**config.mk**
```make
export PLATFORM = sky130hd
export DESIGN_NAME = ssq_sweep_sequencer
export DESIGN_NICKNAME = d
export VERILOG_FILES = /design/src/core/ssq_pkg.sv /design/src/core/ssq_sweep_sequencer.sv
export VERILOG_INCLUDE_DIRS = /design/src /design/src/core
export SDC_FILE = /design/constraint.sdc
export NUM_CORES = 2
export LEC_CHECK = 0
export BUFFER_PORTS_ARGS = -buffer_cell sky130_fd_sc_hd__buf_4
export CORE_UTILIZATION = 60
export CTS_CLUSTER_DIAMETER = 120
export DETAILED_ROUTE_END_ITERATION = 10
export PLACE_DENSITY = 0.85
export SYNTH_ARGS = -nofsm -noshare
export SYNTH_HDL_FRONTEND = slang
export SYNTH_SLANG_ARGS = --single-unit
```
**constraint.sdc**
```tcl
create_clock -name aclk -period 8.2 [get_ports aclk]
set_input_delay 1.23 -clock aclk [delete_from_list [all_inputs] [get_ports aclk]]
set_output_delay 1.23 -clock aclk [all_outputs]
set_load 0.01 [all_outputs]
```
**src/core/ssq_params.svh**
```systemverilog
`ifndef SSQ_PARAMS_SVH
`define SSQ_PARAMS_SVH
// ==========================================
// Register offsets
`define SSQ_REG_CTRL 8'h00
`define SSQ_REG_START 8'h04
`define SSQ_REG_STEP 8'h08
`define SSQ_REG_NPTS 8'h0C
`define SSQ_REG_NAVG 8'h10
`define SSQ_REG_SETTLE 8'h14
`define SSQ_REG_IDELAY 8'h18
`define SSQ_REG_EDELAY 8'h1C
`define SSQ_REG_ITIME 8'h20
`define SSQ_REG_WAIT 8'h24
`define SSQ_REG_GAIN 8'h28
`define SSQ_REG_STATUS 8'h2C
`define SSQ_REG_CYCLE 8'h30
`define SSQ_REG_FREQ 8'h34
`define SSQ_REG_HSTEP 8'h38
`define SSQ_REG_LOGMUL 8'h3C
// CTRL fields
`define SSQ_CTRL_RUN 0
`define SSQ_CTRL_CYCLIC 1
`define SSQ_CTRL_LOG 2
`define SSQ_CTRL_PULSED 3
`define SSQ_CTRL_USESEQ 4
`define SSQ_CTRL_RST 32'h0000_0010
// Times in ns, clock period in ns
`define SSQ_CLK_NS 20
`define SSQ_SETTLE_NS 80
`define SSQ_IDELAY_NS 224
`define SSQ_EDELAY_NS 0
`define SSQ_ITIME_NS 1000000
`define SSQ_WAIT_NS 0
// Least times round up, none below one cycle
`define SSQ_CYC(ns) ((((ns) + `SSQ_CLK_NS - 1) / `SSQ_CLK_NS) < 1 ? 1 : (((ns) + `SSQ_CLK_NS - 1) / `SSQ_CLK_NS))
`define SSQ_NPTS_RST 32'h0000_03E9
`define SSQ_NAVG_RST 32'h0000_0001
`define SSQ_GAIN_RST 32'h0000_FFFF
`define SSQ_LOGMUL_RST 32'h0001_0000
`define SSQ_RESP_OK 2'h0
`define SSQ_RESP_ERR 2'h2
`endif

```
**src/core/ssq_pkg.sv**
```systemverilog
package ssq_pkg;
    typedef enum logic [5:0] {
        SSQ_IDLE = 6'h01,
        SSQ_SETTLE = 6'h02,
        SSQ_IDLY = 6'h04,
        SSQ_INTEG = 6'h08,
        SSQ_WAIT = 6'h10,
        SSQ_HOLD = 6'h20
    } ssq_state_e;
endpackage

```
**src/core/ssq_sweep_sequencer.sv**
```systemverilog
// Function
// - Wait settling time before measure trigger
// - Integration starts after integration delay
// - Pulsed envelope starts after envelope delay
// - Integrate for programmable integration time
// - Wait programmable interval after integration
// - Cycle time is sum, readable
// - Sequential or cyclic averaging order
// - Sweep start offset over point count
// - Linear or logarithmic point spacing
// - Gain factor scales oscillator amplitude
// - Sequencer steps frequency without host
//
// The address map and the AXI4-Lite slave port are this design's own decisions.
`timescale 1ns/10ps
`include "ssq_params.svh"
module ssq_sweep_sequencer #(
    parameter int CNT_W = 32
) (
    // Clock and reset
    input wire logic aclk,
    input wire logic aresetn,
    // AXI4-Lite write
    input wire logic [7:0] s_axi_awaddr,
    input wire logic s_axi_awvalid,
    output logic s_axi_awready,
    input wire logic [31:0] s_axi_wdata,
    input wire logic [3:0] s_axi_wstrb,
    input wire logic s_axi_wvalid,
    output logic s_axi_wready,
    output logic [1:0] s_axi_bresp,
    output logic s_axi_bvalid,
    input wire logic s_axi_bready,
    // AXI4-Lite read
    input wire logic [7:0] s_axi_araddr,
    input wire logic s_axi_arvalid,
    output logic s_axi_arready,
    output logic [31:0] s_axi_rdata,
    output logic [1:0] s_axi_rresp,
    output logic s_axi_rvalid,
    input wire logic s_axi_rready,
    // Oscillator and measurement unit
    output logic [31:0] osc_freq,
    output logic [15:0] osc_gain,
    output logic osc_load,
    output logic issue_measure_trigger,
    output logic env_start,
    output logic integrate,
    output logic sweep_busy
);
    // ==========================================
    // Registers
    logic [31:0] ctrl, start_f, step_f, npts, navg, t_settle, t_idly, t_edly, t_int, t_wait, gain, logmul;
    logic [31:0] next_ctrl, next_start_f, next_step_f, next_npts, next_navg, next_t_settle;
    logic [31:0] next_t_idly, next_t_edly, next_t_int, next_t_wait, next_gain, next_logmul;
    logic aw_hold, w_hold, next_aw_hold, next_w_hold;
    logic [7:0] aw_addr, next_aw_addr;
    logic [31:0] w_data, next_w_data;
    logic [3:0] w_strb, next_w_strb;
    logic next_bvalid, next_arready, next_rvalid;
    logic [1:0] next_bresp, next_rresp;
    logic [31:0] next_rdata;
    logic host_step, wr_fire;
    logic [31:0] wmask;
    // Sequencer state
    ssq_pkg::ssq_state_e state, next_state;
    logic [CNT_W-1:0] cnt, next_cnt, edcnt, next_edcnt;
    logic env_pend, next_env_pend;
    logic [31:0] pt, next_pt, av, next_av, freq, next_freq;
    logic [63:0] prod;
    logic next_load, next_trig, next_env, next_integ;
    logic [31:0] cycle_sum;
    always_comb begin
        for (int i = 0; i < 4; i++) begin
            wmask[i*8 +: 8] = {8{w_strb[i]}};
        end
    end
    assign wr_fire = aw_hold && w_hold && !s_axi_bvalid;
    assign cycle_sum = t_settle + t_idly + t_int + t_wait;
    assign prod = 64'(freq) * 64'(logmul);
    // ==========================================
    // Bus next state
    always_comb begin
        next_aw_hold = aw_hold;
        next_w_hold = w_hold;
        next_aw_addr = aw_addr;
        next_w_data = w_data;
        next_w_strb = w_strb;
        next_bvalid = s_axi_bvalid && !s_axi_bready;
        next_bresp = s_axi_bresp;
        next_ctrl = ctrl;
        next_start_f = start_f;
        next_step_f = step_f;
        next_npts = npts;
        next_navg = navg;
        next_t_settle = t_settle;
        next_t_idly = t_idly;
        next_t_edly = t_edly;
        next_t_int = t_int;
        next_t_wait = t_wait;
        next_gain = gain;
        next_logmul = logmul;
        host_step = 1'b0;
        if (s_axi_awvalid && s_axi_awready) begin
            next_aw_hold = 1'b1;
            next_aw_addr = s_axi_awaddr;
        end
        if (s_axi_wvalid && s_axi_wready) begin
            next_w_hold = 1'b1;
            next_w_data = s_axi_wdata;
            next_w_strb = s_axi_wstrb;
        end
        if (wr_fire) begin
            next_aw_hold = 1'b0;
            next_w_hold = 1'b0;
            next_bvalid = 1'b1;
            next_bresp = `SSQ_RESP_OK;
            unique case (aw_addr)
                `SSQ_REG_CTRL: next_ctrl = (ctrl & ~wmask) | (w_data & wmask);
                `SSQ_REG_START: next_start_f = (start_f & ~wmask) | (w_data & wmask);
                `SSQ_REG_STEP: next_step_f = (step_f & ~wmask) | (w_data & wmask);
                `SSQ_REG_NPTS: next_npts = (npts & ~wmask) | (w_data & wmask);
                `SSQ_REG_NAVG: next_navg = (navg & ~wmask) | (w_data & wmask);
                `SSQ_REG_SETTLE: next_t_settle = (t_settle & ~wmask) | (w_data & wmask);
                `SSQ_REG_IDELAY: next_t_idly = (t_idly & ~wmask) | (w_data & wmask);
                `SSQ_REG_EDELAY: next_t_edly = (t_edly & ~wmask) | (w_data & wmask);
                `SSQ_REG_ITIME: next_t_int = (t_int & ~wmask) | (w_data & wmask);
                `SSQ_REG_WAIT: next_t_wait = (t_wait & ~wmask) | (w_data & wmask);
                `SSQ_REG_GAIN: next_gain = (gain & ~wmask) | (w_data & wmask);
                `SSQ_REG_LOGMUL: next_logmul = (logmul & ~wmask) | (w_data & wmask);
                `SSQ_REG_HSTEP: host_step = 1'b1;
                default: next_bresp = `SSQ_RESP_ERR;
            endcase
        end
        if (state == ssq_pkg::SSQ_IDLE && ctrl[`SSQ_CTRL_RUN] && !(wr_fire && aw_addr == `SSQ_REG_CTRL)) begin
            next_ctrl[`SSQ_CTRL_RUN] = 1'b0;
        end
        next_arready = !s_axi_arready && !s_axi_rvalid && s_axi_arvalid;
        next_rvalid = s_axi_rvalid && !s_axi_rready;
        next_rdata = s_axi_rdata;
        next_rresp = s_axi_rresp;
        if (s_axi_arvalid && s_axi_arready) begin
            next_rvalid = 1'b1;
            next_rresp = `SSQ_RESP_OK;
            unique case (s_axi_araddr)
                `SSQ_REG_CTRL: next_rdata = ctrl;
                `SSQ_REG_START: next_rdata = start_f;
                `SSQ_REG_STEP: next_rdata = step_f;
                `SSQ_REG_NPTS: next_rdata = npts;
                `SSQ_REG_NAVG: next_rdata = navg;
                `SSQ_REG_SETTLE: next_rdata = t_settle;
                `SSQ_REG_IDELAY: next_rdata = t_idly;
                `SSQ_REG_EDELAY: next_rdata = t_edly;
                `SSQ_REG_ITIME: next_rdata = t_int;
                `SSQ_REG_WAIT: next_rdata = t_wait;
                `SSQ_REG_GAIN: next_rdata = gain;
                `SSQ_REG_LOGMUL: next_rdata = logmul;
                `SSQ_REG_STATUS: next_rdata = {26'h0, state};
                `SSQ_REG_CYCLE: next_rdata = cycle_sum;
                `SSQ_REG_FREQ: next_rdata = freq;
                `SSQ_REG_HSTEP: next_rdata = pt;
                default: begin
                    next_rdata = 32'h0;
                    next_rresp = `SSQ_RESP_ERR;
                end
            endcase
        end
    end
    always_ff @(posedge aclk) begin
        if (!aresetn) begin
            aw_hold <= 1'b0;
            w_hold <= 1'b0;
            aw_addr <= 8'h0;
            w_data <= 32'h0;
            w_strb <= 4'h0;
            s_axi_awready <= 1'b1;
            s_axi_wready <= 1'b1;
            s_axi_bvalid <= 1'b0;
            s_axi_bresp <= `SSQ_RESP_OK;
            s_axi_arready <= 1'b0;
            s_axi_rvalid <= 1'b0;
            s_axi_rdata <= 32'h0;
            s_axi_rresp <= `SSQ_RESP_OK;
            ctrl <= `SSQ_CTRL_RST;
            start_f <= 32'h0;
            step_f <= 32'h0;
            npts <= `SSQ_NPTS_RST;
            navg <= `SSQ_NAVG_RST;
            t_settle <= 32'(`SSQ_CYC(`SSQ_SETTLE_NS));
            t_idly <= 32'(`SSQ_CYC(`SSQ_IDELAY_NS));
            t_edly <= 32'(`SSQ_CYC(`SSQ_EDELAY_NS));
            t_int <= 32'(`SSQ_CYC(`SSQ_ITIME_NS));
            t_wait <= 32'(`SSQ_CYC(`SSQ_WAIT_NS));
            gain <= `SSQ_GAIN_RST;
            logmul <= `SSQ_LOGMUL_RST;
        end else begin
            aw_hold <= next_aw_hold;
            w_hold <= next_w_hold;
            aw_addr <= next_aw_addr;
            w_data <= next_w_data;
            w_strb <= next_w_strb;
            s_axi_awready <= !next_aw_hold;
            s_axi_wready <= !next_w_hold;
            s_axi_bvalid <= next_bvalid;
            s_axi_bresp <= next_bresp;
            s_axi_arready <= next_arready;
            s_axi_rvalid <= next_rvalid;
            s_axi_rdata <= next_rdata;
            s_axi_rresp <= next_rresp;
            ctrl <= next_ctrl;
            start_f <= next_start_f;
            step_f <= next_step_f;
            npts <= next_npts;
            navg <= next_navg;
            t_settle <= next_t_settle;
            t_idly <= next_t_idly;
            t_edly <= next_t_edly;
            t_int <= next_t_int;
            t_wait <= next_t_wait;
            gain <= next_gain;
            logmul <= next_logmul;
        end
    end
    // ==========================================
    // Sweep sequencer
    always_comb begin
        next_state = state;
        next_cnt = cnt - 1'b1;
        next_edcnt = (edcnt != '0) ? edcnt - 1'b1 : edcnt;
        next_env_pend = env_pend;
        next_pt = pt;
        next_av = av;
        next_freq = freq;
        next_load = 1'b0;
        next_trig = 1'b0;
        next_env = 1'b0;
        next_integ = 1'b0;
        if (env_pend && edcnt == '0) begin
            next_env = 1'b1;
            next_env_pend = 1'b0;
        end
        unique case (state)
            ssq_pkg::SSQ_IDLE: begin
                if (ctrl[`SSQ_CTRL_RUN]) begin
                    next_pt = 32'h0;
                    next_av = 32'h0;
                    next_freq = start_f;
                    next_load = 1'b1;
                    next_cnt = CNT_W'(t_settle);
                    next_state = ssq_pkg::SSQ_SETTLE;
                end
            end
            ssq_pkg::SSQ_SETTLE: begin
                if (cnt <= 1) begin
                    next_trig = 1'b1;
                    next_cnt = CNT_W'(t_idly);
                    next_edcnt = CNT_W'(t_edly);
                    next_env_pend = ctrl[`SSQ_CTRL_PULSED];
                    next_state = ssq_pkg::SSQ_IDLY;
                end
            end
            ssq_pkg::SSQ_IDLY: begin
                if (cnt <= 1) begin
                    next_integ = 1'b1;
                    next_cnt = CNT_W'(t_int);
                    next_state = ssq_pkg::SSQ_INTEG;
                end
            end
            ssq_pkg::SSQ_INTEG: begin
                next_integ = cnt > 1;
                if (cnt <= 1) begin
                    next_cnt = CNT_W'(t_wait);
                    next_state = ssq_pkg::SSQ_WAIT;
                end
            end
            ssq_pkg::SSQ_WAIT: begin
                if (cnt <= 1) begin
                    next_cnt = CNT_W'(t_settle);
                    next_state = ssq_pkg::SSQ_SETTLE;
                    if (ctrl[`SSQ_CTRL_CYCLIC]) begin
                        if (pt + 1 >= npts) begin
                            next_pt = 32'h0;
                            next_av = av + 1;
                            next_freq = start_f;
                        end else begin
                            next_pt = pt + 1;
                            next_freq = ctrl[`SSQ_CTRL_LOG] ? prod[47:16] : freq + step_f;
                        end
                        if (pt + 1 >= npts && av + 1 >= navg) begin
                            next_state = ssq_pkg::SSQ_IDLE;
                        end
                    end else begin
                        if (av + 1 >= navg) begin
                            next_av = 32'h0;
                            next_pt = pt + 1;
                            next_freq = ctrl[`SSQ_CTRL_LOG] ? prod[47:16] : freq + step_f;
                        end else begin
                            next_av = av + 1;
                        end
                        if (av + 1 >= navg && pt + 1 >= npts) begin
                            next_state = ssq_pkg::SSQ_IDLE;
                        end
                    end
                    next_load = next_state != ssq_pkg::SSQ_IDLE;
                    if (!ctrl[`SSQ_CTRL_USESEQ] && next_state != ssq_pkg::SSQ_IDLE) begin
                        next_state = ssq_pkg::SSQ_HOLD;
                        next_load = 1'b0;
                    end
                end
            end
            ssq_pkg::SSQ_HOLD: begin
                if (host_step) begin
                    next_load = 1'b1;
                    next_cnt = CNT_W'(t_settle);
                    next_state = ssq_pkg::SSQ_SETTLE;
                end
            end
            default: next_state = ssq_pkg::SSQ_IDLE;
        endcase
    end
    always_ff @(posedge aclk) begin
        if (!aresetn) begin
            state <= ssq_pkg::SSQ_IDLE;
            cnt <= '0;
            edcnt <= '0;
            env_pend <= 1'b0;
            pt <= 32'h0;
            av <= 32'h0;
            freq <= 32'h0;
            osc_freq <= 32'h0;
            osc_gain <= 16'h0;
            osc_load <= 1'b0;
            issue_measure_trigger <= 1'b0;
            env_start <= 1'b0;
            integrate <= 1'b0;
            sweep_busy <= 1'b0;
        end else begin
            state <= next_state;
            cnt <= next_cnt;
            edcnt <= next_edcnt;
            env_pend <= next_env_pend;
            pt <= next_pt;
            av <= next_av;
            freq <= next_freq;
            osc_freq <= next_freq;
            osc_gain <= gain[15:0];
            osc_load <= next_load;
            issue_measure_trigger <= next_trig;
            env_start <= next_env;
            integrate <= next_integ;
            sweep_busy <= next_state != ssq_pkg::SSQ_IDLE;
        end
    end
endmodule

```
== After elaboration in Yosys (flattened, before gate mapping) ==
Cells that the tools add are included.
Word-level totals
  register bits: 659
  word-level logic and storage cells: 226
  latch bits: 0
  bits in read-only memories: 0
  output and inout port bits: 94
  memories kept: 0
  bits in writable memories: 0
Cells by class
  div/mod/pow operators: 0
  multipliers: 1
  muxes and demuxes: 61
  add/subtract/negate cells: 8
  $lt $le $gt $ge: 4
  equal/unequal tests: 39
  reductions and logical operators: 47
  bitwise gates (word level): 27
  shift-type cells: 0
Operators with widths (number)
  32-bit two-way mux: 24
  32-bit case mux with 16 select lines: 1
  32-bit bitwise AND: 13
  32-bit bitwise OR: 12
  32-bit case mux with 2 select lines: 3
  32-bit case mux with 6 select lines: 1
  32-bit adder: 4
  8-bit by 6-bit == test with 1-bit output, second input constant: 13
  32-bit by 1-bit adder with 32-bit output, second input constant: 2
  8-bit by 5-bit == test with 1-bit output, second input constant: 8
  32-bit greater-or-equal comparator: 2
  32-bit by 1-bit subtractor with 32-bit output, second input constant: 2
  6-bit two-way mux: 9
  32-bit by 32-bit multiplier with 48-bit output: 1
  6-bit case mux with 6 select lines: 1
  8-bit by 4-bit == test with 1-bit output, second input constant: 4
  32-bit by 1-bit greater-than comparator with 1-bit output, second input constant: 1
  32-bit by 1-bit <= comparator with 1-bit output, second input constant: 1
  32-bit logical NOT: 1
  32-bit inverter: 1
  32-bit nonzero test: 1
  2-bit AND reduction: 13
  1-bit two-way mux: 17
  8-bit by 3-bit == test with 1-bit output, second input constant: 2
  21 further kinds: 50

== Logic depth before layout (Yosys ltp) ==
  depth in word-level cells: 12
  mapped depth: 28
  mapped depth without buffers: 26

== Least setup slack after synthesis ==
OpenSTA, ideal clock, no wires.
  path kind: flip-flop to flip-flop
  start point: reg freq[29]
  end point: reg freq[24]
  data required time: 8.068 ns
  clock period less this slack: 7.299 ns
  cell stages (with the launch flop): 26
  arrival time: 7.167 ns
  library setup time: 0.132 ns
  path slack: 0.901 ns
  cell sequence: dfxtp_1 clkbuf_1 clkbuf_1 nand2_1 fa_1 inv_1 fa_1 inv_1 fa_1 fa_1 inv_1 fa_1 fa_1 fa_1 fa_1 ha_1 a21oi_1 o21ai_0 a21o_1 a21o_1 a31oi_1 a21boi_0 o21a_1 or3_1 a31oi_1 o22ai_1
On the way
  word-level cells in the longest chain between the ends: 6
  elaborated cells on any way between the ends: 7
  classes of those cells: 1 x mul; 6 x mux
Ends and longest elaborated chain
  start, declared: RTL line ssq_sweep_sequencer.sv:69  | logic [31:0] pt, next_pt, av, next_av, freq, next_freq;
  start signal, assigned: RTL line ssq_sweep_sequencer.sv:344  | freq <= next_freq;
  32-bit by 32-bit multiplier with 48-bit output (*): RTL line ssq_sweep_sequencer.sv:80  | assign prod = 64'(freq) * 64'(logmul);
  32-bit two-way mux (*): RTL line ssq_sweep_sequencer.sv:287, ssq_sweep_sequencer.sv:296
  32-bit two-way mux (on tied branches): RTL line ssq_sweep_sequencer.sv:293, ssq_sweep_sequencer.sv:281
  32-bit two-way mux (*): RTL line ssq_sweep_sequencer.sv:280  | if (ctrl[`SSQ_CTRL_CYCLIC]) begin
  32-bit two-way mux (*): RTL line ssq_sweep_sequencer.sv:277  | if (cnt <= 1) begin
  32-bit case mux with 2 select lines (*): RTL line ssq_sweep_sequencer.sv:242  | unique case (state)
Mark *: on every way between the ends. The rest lies on a longest branch, timed or not. The select of a mux whose other input is x is not followed.
A chain may end at the register's enable or synchronous reset.

== Final worst setup path ==
  start point: reg freq[18]
  end point: reg freq[30]
On the way
  word-level cells in the longest chain between the ends: 6
  elaborated cells on any way between the ends: 8
  classes of those cells: 1 x add/sub; 1 x mul; 6 x mux
Ends and longest elaborated chain (RTL line)
  32-bit by 32-bit multiplier with 48-bit output or 32-bit adder (tied branches): ssq_sweep_sequencer.sv:80, ssq_sweep_sequencer.sv:287, ssq_sweep_sequencer.sv:296
  32-bit two-way mux (*): ssq_sweep_sequencer.sv:287, ssq_sweep_sequencer.sv:296
  32-bit two-way mux (on tied branches): ssq_sweep_sequencer.sv:293, ssq_sweep_sequencer.sv:281
  32-bit two-way mux (*): ssq_sweep_sequencer.sv:280
  32-bit two-way mux (*): ssq_sweep_sequencer.sv:277
  32-bit case mux with 2 select lines (*): ssq_sweep_sequencer.sv:242
Marks and branches as above.

==> results.json <==
{
  "drive_above_1_share_pct": 7.443,
  "num_rows": 118,
  "design_area_um2": 67680,
  "power_mw": 8.056,
  "dpl_cell_area_um2": 65240,
  "synth_area_um2": 62710,
  "cts_made_buffers": 72,
  "setup_violations": 0,
  "grt_usage_pct": 40.27,
  "synth_top_area_cell": "fa_1",
  "regArea_um2": 13200,
  "port_buffers": 150,
  "ant_nets": 0,
  "fmaxAchievable_mhz": 126.1,
  "multi_input_area_um2": 44670,
  "p_leak_nw": 29.79,
  "r2r_cells": 22,
  "place_inst": 8723,
  "skew_ns": 0.03778,
  "dpl_worst_slack_ns": 0.01073,
  "reg2reg_to": "freq[30]$_SDFFE_PN0P_",
  "grt_antenna_before_repair": 5,
  "status": "finished, final reports clean",
  "clockBufferDepth": 3,
  "worst_pin_slew_ns": 1.262,
  "drt-initial-drc-count": 7613,
  "postSynthCellCount": 7504,
  "core-area_um2": 103500,
  "synth_top_area_share_pct": 26.85,
  "dr.pass1.iters": 10,
  "htree_levels": 3,
  "place_hpwl_um": 160800,
  "synthArstFlopShare_pct": 0,
  "ys_seq_area_share_pct": 20.97,
  "die_w_um": 325.3,
  "r2r_setup_slack_ns": 0.27,
  "critPathMaxFanout": 31,
  "whs_path_depth": 2,
  "finish.utilization_pct": 65.39,
  "grt_max_degree": 209,
  "cts_tree": "done",
  "synth_edf_count": 0,
  "die_area_um2": 105800,
  "worstPathRequired_ns": 8.66,
  "maxSlewViolCount": 0,
  "synth-seq-cells": 657,
  "layout.cells.non_filler": 8853,
  "yosysWarningCount": 0,
  "vdd.ir_drop.worst_mv": 0.1845,
  "syn_avg_cell_area_um2": 8.357,
  "hold_viol": 0,
  "ys_top_cells_by_area": "fa_1 27%, dfxtp_1 21%, nand2_1 8.3%, ha_1 6.1%, and2_1 5.7%",
  "gr-total-overflow": 0,
  "arrival_ns": 8.39,
  "cap_viol_max_count": 0,
  "max_slew_margin_pct": 15.40,
  "wire_per_inst_um": 24.23,
  "fillCellCount": 8229,
  "power_density_nw_per_um2": 119.0,
  "hp-class": "register to register",
  "fin_crit_ns": 7.930,
  "nets": 8622,
  "synth-main-ff-cell": "dfxtp_1",
  "grt_pass1_vias": 56959,
  "fin_tns_setup_ns": 0,
  "finalWorstSetupSlack_ns": 0.2696,
  "clock_latency_ns": 0.66,
  "vias": 56718,
  "startpoint_type": "register",
  "die_h_um": 325.3,
  "fin_crit_sh_pct": 96.71,
  "drc": 0,
  "root_buffer": "clkbuf_16",
  "whs_ns": 0.4532,
  "ys_types": 99,
  "routed_wl_um": 214500,
  "grt_pass1_wl_um": 329400,
  "crit_path_end_kind": "register",
  "area_delta_synth_final_pct": 7.923,
  "vias_per_cell": 6.407,
  "gp_congestion": 1.027,
  "r2r-start": "freq[18]$_SDFFE_PN0P_",
  "path_class": "register to register",
  "start_util_pct": 60.59,
  "clk_pin_slew_worst_paths_ns": 0.06,
  "io_pins": 153,
  "cts_sinks": 657
}
## kinds of logic after synthesis
family	after synthesis	share of synthesized area, %
adders and majority gates	1146	32.93
buffers and inverters	1326	8.035
and+or+nand+nor	2779	20.92
other	1	0.005980
AOI/OAI and AO/OA	1370	13.96
DFF	657	20.97
xor gates and xnor gates	211	2.947
muxes	14	0.2295
## worst max-delay path by stage
stage / endpoint / start
3_3_place_gp: freq[25]$_SDFFE_PN0P_ / freq[14]$_SDFFE_PN0P_
6_report: freq[30]$_SDFFE_PN0P_ / freq[18]$_SDFFE_PN0P_
3_5_place_dp: freq[30]$_SDFFE_PN0P_ / register
2_1_floorplan: freq[24]$_SDFFE_PN0P_ / freq[29]$_SDFFE_PN0P_
5_1_grt: freq[24]$_SDFFE_PN0P_ / freq[18]$_SDFFE_PN0P_
4_1_cts: freq[30]$_SDFFE_PN0P_ / register
## worst max-delay path: stages, from the launching register on
cell and delay, ns:
dfxtp_1 0.60, buf_12 0.27, and2_1 0.20, fa_1 0.42, fa_1 0.52, inv_1 0.05
fa_1 0.46, fa_1 0.52, inv_1 0.06, fa_1 0.57, fa_1 0.44, fa_1 0.62
fa_1 0.47, ha_1 0.41, nand2_1 0.16, or4_1 0.61, nor2_1 0.12, o21ai_1 0.18
a211oi_1 0.46, o31a_1 0.22, o211ai_1 0.09, o2111ai_1 0.12, a31oi_1 0.13
## layer usage
layer / track usage (%) / share of wire (%)
met5: 0 / 0.026
met4: 24.09 / 7.2
met2: 61.10 / 43
met1: 51.26 / 36
met3: 11.24 / 14
## cells in the final DEF, fill, tap and decap left out, types with 23 or more instances in the layout
cell type	instances
a22oi_1	131
fa_1	841
ha_1	305
o21a_1	23
nor2_1	204
inv_1	840
buf_4	314
dfxtp_2	29
a31oi_1	28
o22ai_1	34
o21ai_0	158
and3_1	30
nand4_1	54
a21oi_1	571
xor2_1	71
dfxtp_1	626
a222oi_1	30
a21o_1	45
clkbuf_16	74
xnor2_1	140
and2_1	571
a22o_1	49
a221oi_1	73
nand2_1	1393
o211ai_1	28
nand2b_1	37
nor3_1	69
or3_1	35
nand3_1	240
a211oi_1	58
a21boi_0	24
## where the power goes
group	internal (mW)	switching, mW
Sequential	3.33	0.197
Clock	1.90	1.45
Combinational	0.455	0.715
Total	5.69	2.37
## cell type report
type,count,share of cell area [%]
sequential,657,19.50
clock inverter,28,0.4030
timing repair buffer,323,3.749
multi-input combinational,5522,66.00
tap,1380,2.551
antenna,3,0.01109
clock buffer,99,3.111
inverter,841,4.675
## Yosys cell counts (37+ instances only)
library cell and count:
a211oi_1 58, a21o_1 45, a21oi_1 571, a221oi_1 73, a22o_1 49, a22oi_1 131
and2_1 572, clkbuf_1 439, dfxtp_1 657, fa_1 841, ha_1 305, inv_1 841
nand2_1 1395, nand2b_1 37, nand3_1 240, nand4_1 54, nor2_1 220, nor3_1 77
o21ai_0 159, xnor2_1 140, xor2_1 71
## what timing repair did
item                                    in CTS  in global routing
gates resized for setup                      1                 32
hold endpoints to repair                     0                  0
setup buffers                                0                  0
endpoints found under the setup margin       3                 14
pin swaps                                    0                  0
hold buffers                                 0                  0
No activity file was read; power rests on OpenSTA's default activity.
